[src/inc/adc_ctrl_pkg.sv]
// Constants shared by the converter control block
package adc_ctrl_pkg;

  // ----------------------------------------------------------------
  // Register indices (byte address is four times the index)
  // ----------------------------------------------------------------
  localparam logic [9:0] IDX_CONTROL     = 10'h093;
  localparam logic [9:0] IDX_TIMING      = 10'h094;
  localparam logic [9:0] IDX_PIN_FUNC    = 10'h095;
  localparam logic [9:0] IDX_RESULT_LOW  = 10'h096;
  localparam logic [9:0] IDX_RESULT_HIGH = 10'h097;
  localparam logic [9:0] IDX_IRQ_STATUS  = 10'h098;
  localparam logic [9:0] IDX_IRQ_MASK    = 10'h099;

  // ----------------------------------------------------------------
  // Field positions
  // ----------------------------------------------------------------
  localparam int CTL_ON_BIT      = 7;
  localparam int CTL_DONE_BIT    = 6;
  localparam int CTL_CMP_BIT     = 5;
  localparam int CTL_REF_BIT     = 4;
  localparam int CTL_SEL_LSB     = 1;
  localparam int CTL_GO_BIT      = 0;
  localparam int TIM_DIV_LSB     = 5;
  localparam int TIM_SAMPLE_LSB  = 0;
  localparam int IRQ_DONE_BIT    = 0;
  localparam int IRQ_CMP_BIT     = 1;
  localparam int IRQ_WIDTH       = 2;

  // ----------------------------------------------------------------
  // Reset values
  // ----------------------------------------------------------------
  localparam logic [7:0] RST_BYTE   = 8'h00;
  localparam logic [9:0] RST_RESULT = 10'h000;
  localparam logic [1:0] RST_IRQ    = 2'h0;

  // ----------------------------------------------------------------
  // Cycle counts
  // ----------------------------------------------------------------
  localparam logic [5:0] DIV_CYC_0 = 6'h02;
  localparam logic [5:0] DIV_CYC_1 = 6'h04;
  localparam logic [5:0] DIV_CYC_2 = 6'h06;
  localparam logic [5:0] DIV_CYC_3 = 6'h08;
  localparam logic [5:0] DIV_CYC_4 = 6'h0C;
  localparam logic [5:0] DIV_CYC_5 = 6'h10;
  localparam logic [5:0] DIV_CYC_6 = 6'h18;
  localparam logic [5:0] DIV_CYC_7 = 6'h20;
  localparam logic [4:0] SAMPLE_MIN  = 5'h02;
  localparam logic [4:0] SAMPLE_MAX  = 5'h0F;
  localparam logic [4:0] CONVERT_LEN = 5'h0C;

  typedef enum logic [1:0] {
    ST_IDLE,
    ST_SAMPLE,
    ST_CONVERT
  } conv_state_e;

endpackage

[src/design/conv_clk_divider.sv]
// Conversion clock divider: one tick per conversion clock period
`timescale 1ns/1ns
`default_nettype none
module conv_clk_divider (
  input  wire logic       i_sys_clk,
  input  wire logic       i_nrst,
  input  wire logic       i_run,
  input  wire logic [2:0] i_div_code,
  output logic            o_tick,
  output logic            o_clk_level_q
);

  logic [5:0] period;
  logic [5:0] cnt_q;

  always_comb begin
    case (i_div_code)
      3'h0:    period = adc_ctrl_pkg::DIV_CYC_0;
      3'h1:    period = adc_ctrl_pkg::DIV_CYC_1;
      3'h2:    period = adc_ctrl_pkg::DIV_CYC_2;
      3'h3:    period = adc_ctrl_pkg::DIV_CYC_3;
      3'h4:    period = adc_ctrl_pkg::DIV_CYC_4;
      3'h5:    period = adc_ctrl_pkg::DIV_CYC_5;
      3'h6:    period = adc_ctrl_pkg::DIV_CYC_6;
      default: period = adc_ctrl_pkg::DIV_CYC_7;
    endcase
  end

  assign o_tick = i_run && (cnt_q == period - 6'h01);

  always_ff @(posedge i_sys_clk or negedge i_nrst) begin
    if (!i_nrst) begin
      cnt_q <= 6'h00;
    end else if (!i_run || o_tick) begin
      cnt_q <= 6'h00;
    end else begin
      cnt_q <= cnt_q + 6'h01;
    end
  end

  // High during the first half of each period
  always_ff @(posedge i_sys_clk or negedge i_nrst) begin
    if (!i_nrst) begin
      o_clk_level_q <= 1'b0;
    end else begin
      o_clk_level_q <= i_run && (o_tick || ((cnt_q + 6'h01) < (period >> 1)));
    end
  end

endmodule
`default_nettype wire

[src/design/sticky_bits.sv]
// Sticky event bits, cleared by writing one, set wins over clear
`timescale 1ns/1ns
`default_nettype none
module sticky_bits #(
  parameter int W = 2
) (
  input  wire logic         i_sys_clk,
  input  wire logic         i_nrst,
  input  wire logic [W-1:0] i_set,
  input  wire logic         i_clr_wr,
  input  wire logic [W-1:0] i_clr,
  output logic      [W-1:0] o_bits_q
);

  logic [W-1:0] clr_mask;

  assign clr_mask = i_clr_wr ? i_clr : '0;

  always_ff @(posedge i_sys_clk or negedge i_nrst) begin
    if (!i_nrst) begin
      o_bits_q <= '0;
    end else begin
      o_bits_q <= (o_bits_q & ~clr_mask) | i_set;
    end
  end

endmodule
`default_nettype wire

[src/design/adc_timing_compare_control.sv]
// Converter control: timing, pin function, result/threshold, compare mode
//
// Our own choice: the APB register port.
`timescale 1ns/1ns
`default_nettype none
module adc_timing_compare_control (
  input  wire logic        i_sys_clk,
  input  wire logic        i_nrst,
  // APB slave
  input  wire logic        i_psel,
  input  wire logic        i_penable,
  input  wire logic        i_pwrite,
  input  wire logic [11:0] i_paddr,
  input  wire logic [31:0] i_pwdata,
  input  wire logic [3:0]  i_pstrb,
  output logic      [31:0] o_prdata,
  output logic             o_pready,
  output logic             o_pslverr,
  // Analog core
  input  wire logic [9:0]  i_core_result,
  output logic             o_converter_on,
  output logic      [2:0]  o_input_sel_mux,
  output logic             o_ref_source_sel,
  output logic      [7:0]  o_pin_function_bits,
  output logic             o_sample,
  output logic             o_convert,
  output logic             o_conv_clk,
  // Interrupt
  output logic             o_irq
);

  // ----------------------------------------------------------------
  // Register state
  // ----------------------------------------------------------------
  logic       converter_on_q;
  logic       conv_done_flag_q;
  logic       compare_enable_q;
  logic       ref_source_sel_q;
  logic [2:0] input_sel_mux_q;
  logic       busy_q;
  logic [2:0] conv_clk_div_q;
  logic [3:0] sample_length_sel_q;
  logic [7:0] pin_function_bits_q;
  logic [9:0] result_bits_q;
  logic [1:0] irq_mask_q;
  logic [1:0] irq_status;

  adc_ctrl_pkg::conv_state_e state_q;
  logic [4:0] period_cnt_q;
  logic [4:0] sample_len;
  logic       tick;
  logic       clk_level;

  // ----------------------------------------------------------------
  // Bus decode
  // ----------------------------------------------------------------
  logic       setup;
  logic       access;
  logic       wr;
  logic [9:0] idx;
  logic [7:0] wbyte;
  logic       mapped;

  assign setup  = i_psel && !i_penable;
  assign access = i_psel && i_penable && o_pready;
  assign wr     = access && i_pwrite && i_pstrb[0] && !o_pslverr;
  assign idx    = i_paddr[11:2];
  assign wbyte  = i_pwdata[7:0];

  always_comb begin
    case (idx)
      adc_ctrl_pkg::IDX_CONTROL,
      adc_ctrl_pkg::IDX_TIMING,
      adc_ctrl_pkg::IDX_PIN_FUNC,
      adc_ctrl_pkg::IDX_RESULT_LOW,
      adc_ctrl_pkg::IDX_RESULT_HIGH,
      adc_ctrl_pkg::IDX_IRQ_STATUS,
      adc_ctrl_pkg::IDX_IRQ_MASK: mapped = 1'b1;
      default:                    mapped = 1'b0;
    endcase
  end

  logic wr_ctl;
  logic wr_tim;
  logic wr_pin;
  logic wr_lo;
  logic wr_hi;
  logic wr_sts;
  logic wr_msk;

  assign wr_ctl = wr && (idx == adc_ctrl_pkg::IDX_CONTROL);
  assign wr_tim = wr && (idx == adc_ctrl_pkg::IDX_TIMING);
  assign wr_pin = wr && (idx == adc_ctrl_pkg::IDX_PIN_FUNC);
  assign wr_lo  = wr && (idx == adc_ctrl_pkg::IDX_RESULT_LOW);
  assign wr_hi  = wr && (idx == adc_ctrl_pkg::IDX_RESULT_HIGH);
  assign wr_sts = wr && (idx == adc_ctrl_pkg::IDX_IRQ_STATUS);
  assign wr_msk = wr && (idx == adc_ctrl_pkg::IDX_IRQ_MASK);

  // Zero wait: answer in the first access cycle
  always_ff @(posedge i_sys_clk or negedge i_nrst) begin
    if (!i_nrst) begin
      o_pready  <= 1'b0;
      o_pslverr <= 1'b0;
    end else begin
      o_pready  <= setup;
      o_pslverr <= setup && !mapped;
    end
  end

  logic [7:0] rbyte;

  always_comb begin
    case (idx)
      adc_ctrl_pkg::IDX_CONTROL:     rbyte = {converter_on_q, conv_done_flag_q,
                                              compare_enable_q, ref_source_sel_q,
                                              input_sel_mux_q, busy_q};
      adc_ctrl_pkg::IDX_TIMING:      rbyte = {conv_clk_div_q, 1'b0, sample_length_sel_q};
      adc_ctrl_pkg::IDX_PIN_FUNC:    rbyte = pin_function_bits_q;
      adc_ctrl_pkg::IDX_RESULT_LOW:  rbyte = {6'h00, result_bits_q[1:0]};
      adc_ctrl_pkg::IDX_RESULT_HIGH: rbyte = result_bits_q[9:2];
      adc_ctrl_pkg::IDX_IRQ_STATUS:  rbyte = {6'h00, irq_status};
      adc_ctrl_pkg::IDX_IRQ_MASK:    rbyte = {6'h00, irq_mask_q};
      default:                       rbyte = 8'h00;
    endcase
  end

  always_ff @(posedge i_sys_clk or negedge i_nrst) begin
    if (!i_nrst) begin
      o_prdata <= 32'h0000_0000;
    end else if (setup) begin
      o_prdata <= {24'h000000, rbyte};
    end
  end

  // ----------------------------------------------------------------
  // Conversion sequencer
  // ----------------------------------------------------------------
  logic running;
  logic last_sample;
  logic last_convert;
  logic complete;
  logic abort;
  logic cmp_hit;

  always_comb begin
    if ({1'b0, sample_length_sel_q} + 5'h01 < adc_ctrl_pkg::SAMPLE_MIN) begin
      sample_len = adc_ctrl_pkg::SAMPLE_MIN;
    end else if ({1'b0, sample_length_sel_q} + 5'h01 > adc_ctrl_pkg::SAMPLE_MAX) begin
      sample_len = adc_ctrl_pkg::SAMPLE_MAX;
    end else begin
      sample_len = {1'b0, sample_length_sel_q} + 5'h01;
    end
  end

  assign running      = (state_q != adc_ctrl_pkg::ST_IDLE);
  assign last_sample  = (state_q == adc_ctrl_pkg::ST_SAMPLE) && tick &&
                        (period_cnt_q == sample_len - 5'h01);
  assign last_convert = (state_q == adc_ctrl_pkg::ST_CONVERT) && tick &&
                        (period_cnt_q == adc_ctrl_pkg::CONVERT_LEN - 5'h01);
  // Stop on busy cleared or converter switched off
  assign abort        = running && (!busy_q || !converter_on_q);
  assign complete     = last_convert && !abort;
  assign cmp_hit      = complete && compare_enable_q &&
                        (i_core_result > result_bits_q);

  conv_clk_divider u_div (
    .i_sys_clk     (i_sys_clk),
    .i_nrst        (i_nrst),
    .i_run         (running && !abort),
    .i_div_code    (conv_clk_div_q),
    .o_tick        (tick),
    .o_clk_level_q (clk_level)
  );

  always_ff @(posedge i_sys_clk or negedge i_nrst) begin
    if (!i_nrst) begin
      state_q      <= adc_ctrl_pkg::ST_IDLE;
      period_cnt_q <= 5'h00;
    end else begin
      case (state_q)
        adc_ctrl_pkg::ST_IDLE: begin
          period_cnt_q <= 5'h00;
          if (busy_q && converter_on_q) begin
            state_q <= adc_ctrl_pkg::ST_SAMPLE;
          end
        end
        adc_ctrl_pkg::ST_SAMPLE: begin
          if (abort) begin
            state_q      <= adc_ctrl_pkg::ST_IDLE;
            period_cnt_q <= 5'h00;
          end else if (last_sample) begin
            state_q      <= adc_ctrl_pkg::ST_CONVERT;
            period_cnt_q <= 5'h00;
          end else if (tick) begin
            period_cnt_q <= period_cnt_q + 5'h01;
          end
        end
        adc_ctrl_pkg::ST_CONVERT: begin
          if (abort) begin
            state_q      <= adc_ctrl_pkg::ST_IDLE;
            period_cnt_q <= 5'h00;
          end else if (complete) begin
            // Compare mode loops straight into the next sample
            state_q      <= compare_enable_q ? adc_ctrl_pkg::ST_SAMPLE
                                             : adc_ctrl_pkg::ST_IDLE;
            period_cnt_q <= 5'h00;
          end else if (tick) begin
            period_cnt_q <= period_cnt_q + 5'h01;
          end
        end
        default: begin
          state_q      <= adc_ctrl_pkg::ST_IDLE;
          period_cnt_q <= 5'h00;
        end
      endcase
    end
  end

  // ----------------------------------------------------------------
  // Control register
  // ----------------------------------------------------------------
  always_ff @(posedge i_sys_clk or negedge i_nrst) begin
    if (!i_nrst) begin
      converter_on_q   <= 1'b0;
      compare_enable_q <= 1'b0;
      ref_source_sel_q <= 1'b0;
      input_sel_mux_q  <= 3'h0;
    end else if (wr_ctl) begin
      converter_on_q   <= wbyte[adc_ctrl_pkg::CTL_ON_BIT];
      compare_enable_q <= wbyte[adc_ctrl_pkg::CTL_CMP_BIT];
      ref_source_sel_q <= wbyte[adc_ctrl_pkg::CTL_REF_BIT];
      input_sel_mux_q  <= wbyte[adc_ctrl_pkg::CTL_SEL_LSB +: 3];
    end
  end

  // Busy: software write wins over hardware clear
  always_ff @(posedge i_sys_clk or negedge i_nrst) begin
    if (!i_nrst) begin
      busy_q <= 1'b0;
    end else if (wr_ctl) begin
      busy_q <= wbyte[adc_ctrl_pkg::CTL_GO_BIT] && wbyte[adc_ctrl_pkg::CTL_ON_BIT];
    end else if (!converter_on_q) begin
      busy_q <= 1'b0;
    end else if (complete && !compare_enable_q) begin
      busy_q <= 1'b0;
    end
  end

  // Done flag: only hardware sets, a written zero clears, set wins
  always_ff @(posedge i_sys_clk or negedge i_nrst) begin
    if (!i_nrst) begin
      conv_done_flag_q <= 1'b0;
    end else if ((complete && !compare_enable_q) || cmp_hit) begin
      conv_done_flag_q <= 1'b1;
    end else if (wr_ctl && !wbyte[adc_ctrl_pkg::CTL_DONE_BIT]) begin
      conv_done_flag_q <= 1'b0;
    end
  end

  // ----------------------------------------------------------------
  // Timing, pin function and result registers
  // ----------------------------------------------------------------
  always_ff @(posedge i_sys_clk or negedge i_nrst) begin
    if (!i_nrst) begin
      conv_clk_div_q      <= adc_ctrl_pkg::RST_BYTE[2:0];
      sample_length_sel_q <= adc_ctrl_pkg::RST_BYTE[3:0];
    end else if (wr_tim) begin
      conv_clk_div_q      <= wbyte[adc_ctrl_pkg::TIM_DIV_LSB +: 3];
      sample_length_sel_q <= wbyte[adc_ctrl_pkg::TIM_SAMPLE_LSB +: 4];
    end
  end

  always_ff @(posedge i_sys_clk or negedge i_nrst) begin
    if (!i_nrst) begin
      pin_function_bits_q <= adc_ctrl_pkg::RST_BYTE;
    end else if (wr_pin) begin
      pin_function_bits_q <= wbyte;
    end
  end

  // Single conversion result overrides a same-cycle software write
  always_ff @(posedge i_sys_clk or negedge i_nrst) begin
    if (!i_nrst) begin
      result_bits_q <= adc_ctrl_pkg::RST_RESULT;
    end else if (complete && !compare_enable_q) begin
      result_bits_q <= i_core_result;
    end else begin
      if (wr_hi) begin
        result_bits_q[9:2] <= wbyte;
      end
      if (wr_lo) begin
        result_bits_q[1:0] <= wbyte[1:0];
      end
    end
  end

  // ----------------------------------------------------------------
  // Interrupt
  // ----------------------------------------------------------------
  logic [1:0] irq_set;

  assign irq_set[adc_ctrl_pkg::IRQ_DONE_BIT] = complete && !compare_enable_q;
  assign irq_set[adc_ctrl_pkg::IRQ_CMP_BIT]  = cmp_hit;

  sticky_bits #(
    .W (adc_ctrl_pkg::IRQ_WIDTH)
  ) u_irq_status (
    .i_sys_clk (i_sys_clk),
    .i_nrst    (i_nrst),
    .i_set     (irq_set),
    .i_clr_wr  (wr_sts),
    .i_clr     (wbyte[1:0]),
    .o_bits_q  (irq_status)
  );

  always_ff @(posedge i_sys_clk or negedge i_nrst) begin
    if (!i_nrst) begin
      irq_mask_q <= adc_ctrl_pkg::RST_IRQ;
    end else if (wr_msk) begin
      irq_mask_q <= wbyte[1:0];
    end
  end

  always_ff @(posedge i_sys_clk or negedge i_nrst) begin
    if (!i_nrst) begin
      o_irq <= 1'b0;
    end else begin
      o_irq <= |(irq_status & irq_mask_q);
    end
  end

  // ----------------------------------------------------------------
  // Outputs to the analog core
  // ----------------------------------------------------------------
  always_ff @(posedge i_sys_clk or negedge i_nrst) begin
    if (!i_nrst) begin
      o_converter_on      <= 1'b0;
      o_input_sel_mux     <= 3'h0;
      o_ref_source_sel    <= 1'b0;
      o_pin_function_bits <= adc_ctrl_pkg::RST_BYTE;
      o_sample            <= 1'b0;
      o_convert           <= 1'b0;
    end else begin
      o_converter_on      <= converter_on_q;
      o_input_sel_mux     <= input_sel_mux_q;
      o_ref_source_sel    <= ref_source_sel_q;
      o_pin_function_bits <= pin_function_bits_q;
      o_sample            <= (state_q == adc_ctrl_pkg::ST_SAMPLE) && !abort;
      o_convert           <= (state_q == adc_ctrl_pkg::ST_CONVERT) && !abort;
    end
  end

  assign o_conv_clk = clk_level;

endmodule
`default_nettype wire

[config.mk]
export PLATFORM = sky130hd
export DESIGN_NAME = adc_timing_compare_control
export DESIGN_NICKNAME = d
export VERILOG_FILES = /design/src/inc/adc_ctrl_pkg.sv /design/src/design/conv_clk_divider.sv /design/src/design/sticky_bits.sv /design/src/design/adc_timing_compare_control.sv
export SDC_FILE = /design/constraint.sdc
export NUM_CORES = 1
export LEC_CHECK = 0
export BUFFER_PORTS_ARGS = -buffer_cell sky130_fd_sc_hd__buf_2
export CAP_MARGIN = 10
export CORE_ASPECT_RATIO = 0.75
export CORE_MARGIN = 1
export CORE_UTILIZATION = 25
export DETAILED_ROUTE_END_ITERATION = 7
export HOLD_SLACK_MARGIN = 0.08
export MAX_ROUTING_LAYER = met4
export PLACE_DENSITY = 0.46
export SYNTH_ARGS = -nofsm -noshare
export SYNTH_HDL_FRONTEND = slang
export SYNTH_SLANG_ARGS = --single-unit
export TNS_END_PERCENT = 20
[constraint.sdc]
create_clock -name i_sys_clk -period 8.1 [get_ports i_sys_clk]
set_input_delay 0.81 -clock i_sys_clk [delete_from_list [all_inputs] [get_ports i_sys_clk]]
set_output_delay 0.81 -clock i_sys_clk [all_outputs]
set_load 0.02 [all_outputs]
==> flow_summary.ini <==
[route]
detail-route-antenna-nets = 0
firstDrtPassIters = 4
drt-total-wl_um = 11000
drt_iter0_drc = 162
vias = 3296
drc = 0
wirelength_met1_um = 5580
wl_met3_um = 474
dr.max_layer_used = met4
wire_per_inst_um = 15.1
vias_per_cell = 4.52
met2WireLength_um = 4830

[floorplanning]
start_util_pct = 26.0
die_w_um = 156
rows = 41
core_region_area_um2 = 17100
ios = 114
die_h_um = 118
die_area_um2 = 18300

[synthesis]
yosysTopAreaCell = dfrtp_1
ys_seq_area_share_pct = 43.3
synthCells = 431
yosys-top-cells-count = dfrtp_1 (77), nand2_1 (38), buf_4 (28)
yosysMostFrequentCell = dfrtp_1
ys_types = 58
syn_avg_cell_area_um2 = 10.3
netlist_area_um2 = 4450
synth-seq-cells = 77
ys_warn_count = 0
synth_area_leaders = dfrtp_1 (43%), ha_1 (6.8%), mux2_2 (6.3%), buf_4 (4.7%), mux2i_1 (3.4%)
synth_edf_count = 0
ys.flop_type = dfrtp_1
async_flop_share_pct = 100
synth_top_area_share_pct = 43.3

[critical_path]
timing.rr.start = sample_length_sel_q[0]
crit_path_end = state_q[1]
crit_buf_inv = 1
worst_path_most_repeated_cell = ha_1
slowest_delay_ns = 0.56
end_kind = flip-flop
critPathTopFamily = compound AO/OA/AOI/OAI gates
reg2reg_slack_ns = 4.89
cp_cell_sequence = inv_1 -> ha_1 -> nor3_1 -> maj3_1 -> a221oi_1 -> ha_1 -> xnor2_1 -> nor4_2 -> a31oi_2 -> a211o_1 -> a22o_1
reg2reg_depth = 11
crit_path_start = sample_length_sel_q[0]
cp.depth = 11
worstSetupStartpointType = flip-flop
worstPathMaxFanout = 12
crit_slowest_cell = dfrtp_1
critPathArrivalTime_ns = 3.44
crit_required_ns = 8.33
path_class = reg -> reg
r2r-end = state_q[1]

[global_routing]
track_usage_pct = 13.3
antenna_found_initial = 0
grt_first_pass_wirelength_um = 18100
grt_max_degree = 78
grt_remaining_overflow = 0
grt_pass1_vias = 3335

[final_layout]
postLayoutCellArea_um2 = 5220
multi_input_area_um2 = 2250
diodes = 0
utilization_pct = 30.5
fill_cells = 1792
seq_area_um2 = 1930
drive_above_1_share_pct = 23.1
area_growth_pct = 17.3
final_nets = 576

[pwr]
switching_share_pct = 22.0
p_sw_uw = 197
max-vdd-ir-drop_uv = 92.5
power_frac_seq_pct = 43.2
p_comb_share_pct = 5.0
p_int_uw = 696
p_leak_nw = 2.49
p_clk_share_pct = 51.8
power_density_nw_per_um2 = 171

[sta]
fin_worst_skew_ns = 0.0107
setup_viol = 0
hold_violations = 0
fin_crit_sh_pct = 39.6
rsz0062_at_grt = no
min_period_ns = 3.21
drv_slew = 0
tightest_slew_ns = 1.20
finalSetupTns_ns = 0
slew_headroom_pct = 19.5
max_freq_ghz = 0.312

[clock_network]
clkLatencyLatePin_ns = 0.35
cts_tree = built
htreeDepth = 3
numCtsBuffers = 9
root_buffer = clkbuf_16
cts_buffer_depth = 2
clkSinkCount = 77
clk_pin_slew_worst_paths_ns = 0.06
post_cts_buffers = 0
post_cts_resized = 0
hold_buffers = 0

[placed_design]
placedInstanceArea_um2 = 4880
gp_congestion = 0.826
hpwlAfterDp_um = 7980
io_buffers = 60

[status]
outcome = complete, no violations

[worst_hold_path]
min-delay-start = pin_function_bits_q[1]
hp-class = reg -> reg

[flow_run]
max_cap_violations = 0
power groups by stage:
stage | Clock [mW] | Sequential (mW) | Combinational [mW]
after detailed placement | 0 | 0.393 | 0.0458
after floorplan | 0 | 0.393 | 0.0293
final | 0.462 | 0.386 | 0.0450
after global routing | 0.493 | 0.385 | 0.0508
after CTS | 0.475 | 0.386 | 0.0459
after global placement | 0 | 0.393 | 0.0455
per-stage QoR:
stage               instances  total power [mW]  hold slack, ns  setup slack (ns)
CTS                       729             0.906           0.400              4.88
global route              729             0.929           0.419              4.61
floorplan                 454             0.423           0.364              5.25
detailed placement        714             0.438           0.387              4.74
global placement          714             0.438           0.388              4.80
finish                    729             0.893           0.398              4.89
registers in the layout, summed over array words and instances (netlist names), 4 cells and up:
register             cells
u_div.cnt_q              6
o_pin_function_bits      8
period_cnt_q             5
sample_length_sel_q      4
pin_function_bits_q      8
result_bits_q           10
o_prdata                 8
cells in the final DEF (no fill, tap or decap), drive strengths merged, types with 3 or more instances in the layout:
cell / netlist / final
dfrtp: 77 / 77
buf: 34 / 62
nand2: 41 / 41
o21ai: 29 / 29
mux2: 25 / 25
inv: 24 / 25
ha: 24 / 24
conb: 1 / 24
nor2: 17 / 17
mux2i: 15 / 15
a21oi: 13 / 13
clkbuf: 4 / 9
nand2b: 8 / 8
xor2: 8 / 8
nand3: 8 / 8
xnor2: 8 / 8
nand4: 8 / 8
nor2b: 7 / 7
and3: 7 / 7
nor3: 6 / 6
a21o: 5 / 5
a21boi: 5 / 5
and2: 4 / 4
nand3b: 4 / 4
a222oi: 4 / 4
a22o: 4 / 4
a221oi: 3 / 3
o21a: 3 / 3
or3: 3 / 3
nor4: 3 / 3
o22ai: 3 / 3
bufinv: 0 / 3
a31oi: 3 / 3
how the worst min path moves through the flow:
stage | cells after the start | slack [ns] | to
CTS | 0 | 0.40 | o_pin_function_bits[1]
floorplan | 0 | 0.36 | o_input_sel_mux[1]
global route | 0 | 0.42 | o_pin_function_bits[1]
global placement | 0 | 0.39 | o_ref_source_sel
finish | 0 | 0.40 | o_pin_function_bits[1]
detailed placement | 0 | 0.39 | o_pin_function_bits[1]
kinds of logic after synthesis:
| family | synth area share (%) |
|---|---|
| simple gates | 15.4 |
| compound gates | 13.3 |
| flops | 43.3 |
| buf+inv | 8.05 |
| mux | 9.71 |
| fa+ha+maj | 6.98 |
| xor+xnor | 3.15 |
| other cells | 0.0843 |
routing by layer:
layer / GRT usage (%) / vias up
met3: 3.57 / 12
met4: 3.86 / 0
met5: - / -
met1: 18.2 / 1605
met2: 19.0 / 70
li1: - / 1609
cell type report:
cell class	instances	share of cell area (%)
multi-input combinational	315	43.1
sequential	77	36.9
timing repair buffer	62	6.09
tap	236	5.66
clock buffer	9	4.32
clock inverter	6	2.14
inverter	24	1.73
Note: power is estimated with default switching activity, not from simulation.
